[src/mcr_pkg.sv]
// Constants, field layout and carrier types of the miscellaneous control register.
// Assumes one system clock and a synchronous active-high chip reset.
package mcr_pkg;

  // ********************************************
  // Register map
  // ********************************************
  localparam logic [15:0] MCR_IDX_MISC = 16'h0000;
  localparam logic [15:0] MCR_RESET = 16'hFFC0;
  // Writable bits: 15, 7..4, 2..0
  localparam logic [15:0] MCR_WR_MASK = 16'h80F7;

  // ********************************************
  // Field positions
  // ********************************************
  localparam int MCR_BIT_FS = 15;
  localparam int MCR_STRAP_LO = 8;
  localparam int MCR_STRAP_HI = 14;
  localparam int MCR_BIT_CLKEN = 7;
  localparam int MCR_BIT_IE = 6;
  localparam int MCR_BIT_IC = 5;
  localparam int MCR_BIT_PWR = 4;
  localparam int MCR_BIT_RSVD = 3;
  localparam int MCR_BIT_JR = 2;
  localparam int MCR_BIT_UR = 1;
  localparam int MCR_BIT_MR = 0;
  localparam int MCR_STRAP_W = 7;
  localparam logic [6:0] MCR_STRAP_RESET = 7'h7F;

  // ********************************************
  // Carriers
  // ********************************************
  typedef struct packed {
    logic wr;
    logic rd;
    logic [15:0] index;
    logic [15:0] wdata;
  } mcr_req_t;

  typedef struct packed {
    logic [15:0] ctl;
    logic irq_latch;
    logic susp_d;
    logic [15:0] rdata;
    logic rd_valid;
    logic clk_out;
    logic int_n;
    logic cam_pwr;
    logic enc_rst;
    logic fifo_rst;
    logic md_rst;
    logic md_oe;
  } mcr_state_t;

  typedef struct packed {
    logic [6:0] straps;
  } mcr_strap_t;

  // Read-back word: straps in 14..8, reserved bit 3 forced to zero
  function automatic logic [15:0] mcr_compose(input logic [15:0] ctl, input logic [6:0] straps);
    logic [15:0] w;
    w = ctl & MCR_WR_MASK;
    w[MCR_STRAP_HI:MCR_STRAP_LO] = straps;
    w[MCR_BIT_RSVD] = 1'b0;
    return w;
  endfunction : mcr_compose

endpackage : mcr_pkg

[src/mcr_misc_ctl.sv]
// Miscellaneous control register: clock gate, interrupt pin, camera power, local resets.
// Assumes word-wide requests synchronous to clk and a synchronous active-high reset.
//
// Function
// Clock-out enable low holds clock pin low
// Interrupt enable low forces interrupt pin high
// Interrupt clear bit returns pin high
// Camera power bit cleared on suspend entry
// Encoder reset bit holds encoder in reset
// FIFO reset bit holds and empties FIFO
// Memory bus reset tri-states memory data
// Accesses are whole 16-bit words only
// Straps read in 14..8, bit 3 zero
`timescale 1ns/100ps
module mcr_misc_ctl (
  input wire logic clk,
  input wire logic srst,
  input wire mcr_pkg::mcr_req_t req,
  input wire logic clk24_src,
  input wire logic irq_event,
  input wire logic suspend_in,
  input wire logic md_drive_req,
  input wire logic [6:0] memory_data_strap,
  output logic [15:0] rdata,
  output logic rd_valid,
  output logic clock_out_pin,
  output logic int_n,
  output logic camera_power_on,
  output logic encoder_rst,
  output logic usb_fifo_rst,
  output logic memory_bus_rst,
  output logic memory_data_oe
);

  mcr_pkg::mcr_state_t st_reg;
  mcr_pkg::mcr_state_t st_next;
  logic [6:0] straps;
  logic susp;
  logic susp_entry;
  logic hit;

  // ********************************************
  // Strap capture
  // ********************************************
  mcr_strap_latch u_strap (
    .clk(clk),
    .srst(srst),
    .strap_in(memory_data_strap),
    .straps(straps)
  );

  // ********************************************
  // Next state
  // ********************************************
  // Force-suspend bit is active low
  assign susp = suspend_in | ~st_reg.ctl[mcr_pkg::MCR_BIT_FS];
  assign susp_entry = susp & ~st_reg.susp_d;
  // Port is a full word, so byte splitting cannot occur here
  assign hit = (req.index == mcr_pkg::MCR_IDX_MISC);

  always_comb
  begin
    st_next = st_reg;
    st_next.rd_valid = 1'b0;
    st_next.susp_d = susp;
    if (req.wr && hit)
    begin
      st_next.ctl = req.wdata & mcr_pkg::MCR_WR_MASK;
    end
    // Hardware clear beats a same-cycle write
    if (susp_entry)
    begin
      st_next.ctl[mcr_pkg::MCR_BIT_PWR] = 1'b0;
    end
    if (req.rd)
    begin
      st_next.rd_valid = 1'b1;
      // Unmapped index reads as zero
      st_next.rdata = hit ? mcr_pkg::mcr_compose(st_reg.ctl, straps) : 16'h0000;
    end
    // Event wins over a same-cycle clear, but a clear bit still set drops it one cycle later
    st_next.irq_latch = irq_event | (st_reg.irq_latch & ~st_next.ctl[mcr_pkg::MCR_BIT_IC]);
    st_next.int_n = ~(st_next.ctl[mcr_pkg::MCR_BIT_IE] & ~st_next.ctl[mcr_pkg::MCR_BIT_IC]
      & st_next.irq_latch);
    // Gate is a register, so the output clock is a sampled copy of the source
    st_next.clk_out = st_next.ctl[mcr_pkg::MCR_BIT_CLKEN] & clk24_src;
    st_next.cam_pwr = st_next.ctl[mcr_pkg::MCR_BIT_PWR];
    st_next.enc_rst = st_next.ctl[mcr_pkg::MCR_BIT_JR];
    st_next.fifo_rst = st_next.ctl[mcr_pkg::MCR_BIT_UR];
    st_next.md_rst = st_next.ctl[mcr_pkg::MCR_BIT_MR];
    st_next.md_oe = md_drive_req & ~st_next.ctl[mcr_pkg::MCR_BIT_MR];
  end

  // ********************************************
  // State register
  // ********************************************
  always_ff @(posedge clk)
  begin
    if (srst)
    begin
      st_reg.ctl <= mcr_pkg::MCR_RESET & mcr_pkg::MCR_WR_MASK;
      st_reg.irq_latch <= 1'b0;
      st_reg.susp_d <= 1'b0;
      st_reg.rdata <= 16'h0000;
      st_reg.rd_valid <= 1'b0;
      st_reg.clk_out <= 1'b0;
      st_reg.int_n <= 1'b1;
      st_reg.cam_pwr <= 1'b0;
      st_reg.enc_rst <= 1'b0;
      st_reg.fifo_rst <= 1'b0;
      st_reg.md_rst <= 1'b0;
      st_reg.md_oe <= 1'b0;
    end
    else
    begin
      st_reg <= st_next;
    end
  end

  assign rdata = st_reg.rdata;
  assign rd_valid = st_reg.rd_valid;
  assign clock_out_pin = st_reg.clk_out;
  assign int_n = st_reg.int_n;
  assign camera_power_on = st_reg.cam_pwr;
  assign encoder_rst = st_reg.enc_rst;
  assign usb_fifo_rst = st_reg.fifo_rst;
  assign memory_bus_rst = st_reg.md_rst;
  assign memory_data_oe = st_reg.md_oe;
endmodule : mcr_misc_ctl

[src/mcr_strap_latch.sv]
// Strap capture for the memory-data configuration pins.
// Assumes straps are stable while srst is held and synchronous to clk.
`timescale 1ns/100ps
module mcr_strap_latch (
  input wire logic clk,
  input wire logic srst,
  input wire logic [6:0] strap_in,
  output logic [6:0] straps
);

  mcr_pkg::mcr_strap_t st_reg;
  mcr_pkg::mcr_strap_t st_next;

  // ********************************************
  // Capture
  // ********************************************
  // Sampled on every reset cycle, so the last level before release is kept
  always_comb
  begin
    st_next = st_reg;
    if (srst)
    begin
      st_next.straps = strap_in;
    end
  end

  always_ff @(posedge clk)
  begin
    st_reg <= st_next;
  end

  assign straps = st_reg.straps;

endmodule : mcr_strap_latch
[config.mk]
export PLATFORM = sky130hd
export DESIGN_NAME = mcr_misc_ctl
export DESIGN_NICKNAME = d
export VERILOG_FILES = /design/src/mcr_pkg.sv /design/src/mcr_misc_ctl.sv /design/src/mcr_strap_latch.sv
export SDC_FILE = /design/constraint.sdc
export NUM_CORES = 1
export LEC_CHECK = 0
export BUFFER_PORTS_ARGS = -buffer_cell sky130_fd_sc_hd__buf_2
export CORE_MARGIN = 2
export CORE_UTILIZATION = 30
export DETAILED_ROUTE_END_ITERATION = 8
export GPL_TIMING_DRIVEN = 0
export HOLD_SLACK_MARGIN = 0.05
export MAX_ROUTING_LAYER = met4
export PLACE_DENSITY = 0.67
export SLEW_MARGIN = 20
export SYNTH_ARGS = -nofsm -noshare
export SYNTH_HDL_FRONTEND = slang
export SYNTH_HIERARCHICAL = 1
export SYNTH_SLANG_ARGS = --single-unit
[constraint.sdc]
create_clock -name clk -period 2.25 [get_ports clk]
set_input_delay 0.675 -clock clk [delete_from_list [all_inputs] [get_ports clk]]
set_output_delay 0.675 -clock clk [all_outputs]
set_load 0.02 [all_outputs]
==> metrics.md <==
| Metric | Value |
|---|---|
| Status | complete, no violations |
| CTS clk-pin slew, worst paths | around 0.07 ns |
| Mapped Cells | approximately 160 |
| FF+latch count, synth | 36 |
| Buffers on Ports | 61 |
| Mapped Nets | 203 |
| Full die area | around 0.0057 mm² |
| Pin count of the biggest net entering global routing | 12 |
| Initial Util | 0.317 |
| Vias in the first global route | between 1000 and 1500 |
| Worst endpoint required time | between 2 and 2.5 ns |
| Layout cells sized above 1 | 0.418 |
| Area grow syn2layout | 30.8% |
| Nets | 271 |
| Max Root-Sink Buffers | 2 |
| Avg Cell Area, Syn | about 9.8 µm² |
| FFs w/ async S/R, synth | 0 |
| DRC Markers | 0 |
| Cell Chain, Critical Path | buf_2 -> nor4_1 -> nand4_1 -> nor4b_1 -> o21ai_1 |
| Post-DR wirelength/cell | around 11 µm |
| Max reg flops | 15 |
| RePlAce Congestion | 0.735 |
| Max Freq | 0.560 GHz |
| Slew Limit Fails | 0 |
| Area contributors post-synth | dfxtp_1, edfxtp_1, buf_4 |
| Final min period | between 1.5 and 2 ns |
| Vias/cell | 4.36 |
| R2R setup slack | 1.24 ns |
| ANT nets after route | 0 |
| Skew final | 0.00469 ns |
| Count of non-filler cells in the finished layout | 292 |
| Top cells by count, synth | dfxtp_1, a21oi_1, nand3_1 |
| Cts repair resizes | 0 |
| Worst R2R End | st_reg[25] |
| CP arrival | 1.95 ns |
| Period utilisation layout | 0.793 |
| Top-Level Pins | 71 |
| Crit path max-delay family | simple AND/OR/NAND/NOR gates |
| VDD IR max | 219 µV |
| Critical path launch point type | input pin |
| Core region area | 0.00482 mm² |
| GRT Resource Usage Total | 0.127 |
| Clock buffer count from CTS | 5 |
| Std-Cell Rows | 25 |
| Area leader, netlist | dfxtp_1 |
| GR Overflow Total | 0 |
| Synth unique cells | 32 |
| Max Cap Viol | 0 |
| Final WL | 3220 µm |
| Min Hold Slack | 0.471 ns |
| Clk_lat worst skew | 0.29 ns |
| Fill count | 491 |
| Chip height | roughly 75 µm |
| Leak pwr | 0.865 nW |
| Number of antenna violations at the first check in global routing | 0 |
| Post-synth EDFFs | 7 |
| Root buf cell | clkbuf_8 |
| Top_reg_cell synth | dfxtp_1 |
| Cell count after placement | 284 |
| CP peak stage delay | around 0.37 ns |
| Setup TNS | 0 ns |
| Vias | 1272 |
| CTS sink cnt | 36 |
| Worst setup path class | input pin to flip-flop |
| Postcts setup bufs | 0 |
| PD cells | 604 mW/mm² |
| Global-route wire length before repair | 5150 µm |
| Initial DRC Count | 69 |
| First-pass iteration count of the detailed router | 4 |
| Antenna Cells | 0 |
| Maximum level of the CTS H-tree | 2 |
| Hold wc startpoint | rdata[12] |
| WHS Endpoint | rdata[12] |
| WP buf/inv | 1 |
| Final setup fails | 0 |
| Worst R2R Path Depth | 2 |
| Reg2reg start | st_reg[25] |
| Most frequent cell after synthesis | dfxtp_1 |
| Cts hold-fix bufs | 0 |
| RSZ-0062 raised after global routing | false |
| Die width | 75.3 µm |
| Synthesized cell area | about 0.0015 mm² |
| Worst setup startpoint | req[28] |
| Hold path depth | 2 |
| Synth top area share | 0.381 |
| Yosys warns | 6 |
| Peak fanout along the critical path | 8 |
| TritonCTS clock tree | done |
| Setup crit end kind | flip-flop |
| CP max-delay cell | nand4_1 |
| Tightest Hold Check Type | flip-flop to flip-flop |
| Register area share after synthesis | 0.518 |
| Final hold violations | 0 |
| DPL Wire Length | 2530 µm |
## how the worst max path moves through the flow
stage | endpoint | slack (ns) | cells after the start
2_1_floorplan | st_reg[32] | 0.47 | 5
3_3_place_gp | clock_out_pin | 0.19 | 5
3_5_place_dp | clock_out_pin | 0.13 | 5
4_1_cts | st_reg[25] | 0.43 | 5
5_1_grt | st_reg[33] | 0.26 | 5
6_report | int_n | 0.47 | 5
## stage by stage
stage | instance area (µm²) | util | worst slack [ns] | power (mW)
2_1_floorplan | 1530 | - | 0.471 | 0.734
3_3_place_gp | 1910 | 0.397 | 0.192 | 0.784
3_5_place_dp | 1910 | 0.397 | 0.133 | 0.786
4_1_cts | 2000 | 0.414 | 0.435 | 1.22
5_1_grt | 2000 | 0.414 | 0.264 | 1.25
6_report | 2000 | 0.414 | 0.466 | 1.21
## placed cells by master (no fill, tap or decap), types with 2 or more instances in the layout
| cell type | synthesis | routed |
|---|---|---|
| nand2b_1 | 17 | 17 |
| nand3_1 | 19 | 19 |
| and3_1 | 2 | 2 |
| dfxtp_1 | 29 | 29 |
| buf_2 | 2 | 63 |
| clkbuf_1 | 4 | 6 |
| clkbuf_8 | 0 | 5 |
| edfxtp_1 | 7 | 7 |
| buf_4 | 17 | 17 |
| nor2_1 | 4 | 4 |
| nor4_1 | 4 | 4 |
| o21ai_1 | 2 | 2 |
| nor2b_1 | 2 | 2 |
| o21ai_0 | 5 | 5 |
| buf_6 | 2 | 2 |
| a21oi_1 | 21 | 21 |
| a211o_1 | 2 | 2 |
| inv_1 | 2 | 2 |
## where the power goes
part / switching (mW) / leakage, nW / internal (mW) / total (mW)
registers: 0.00477 / 0.304 / 0.675 / 0.680
logic: 0.0466 / 0.519 / 0.0431 / 0.0897
clock network: 0.220 / 0.0422 / 0.217 / 0.437
## layer usage
layer	track usage	part of all wire	up-vias
li1	-	-	668
met1	0.145	0.44	552
met4	0.0741	0.025	0
met5	-	0	-
met2	0.197	0.46	46
met3	0.0384	0.069	6
## kinds of logic after synthesis
group / share of synthesized area
flops: 0.518
other cells: 0.00246
simple gates: 0.235
buf+inv: 0.130
compound gates: 0.115
## worst min-delay path, cell delays in order, from the launching register on
cell and delay [ns]:
dfxtp_1 0.31, nand2b_1 0.06, a21oi_1 0.05
## area by class of cell
cell class                      count  area (µm²)  share of cell area
Buffer                             26         190              0.0953
Clock inverter                      1        5.00             0.00251
Clock buffer                        7        76.3              0.0382
Inverter                            2        7.51             0.00376
Tap cell                           67        83.8              0.0420
Timing Repair Buffer               61         305               0.153
Multi-Input combinational cell     92         537               0.269
Sequential cell                    36         791               0.396
Power figures use the tool's default switching activity.
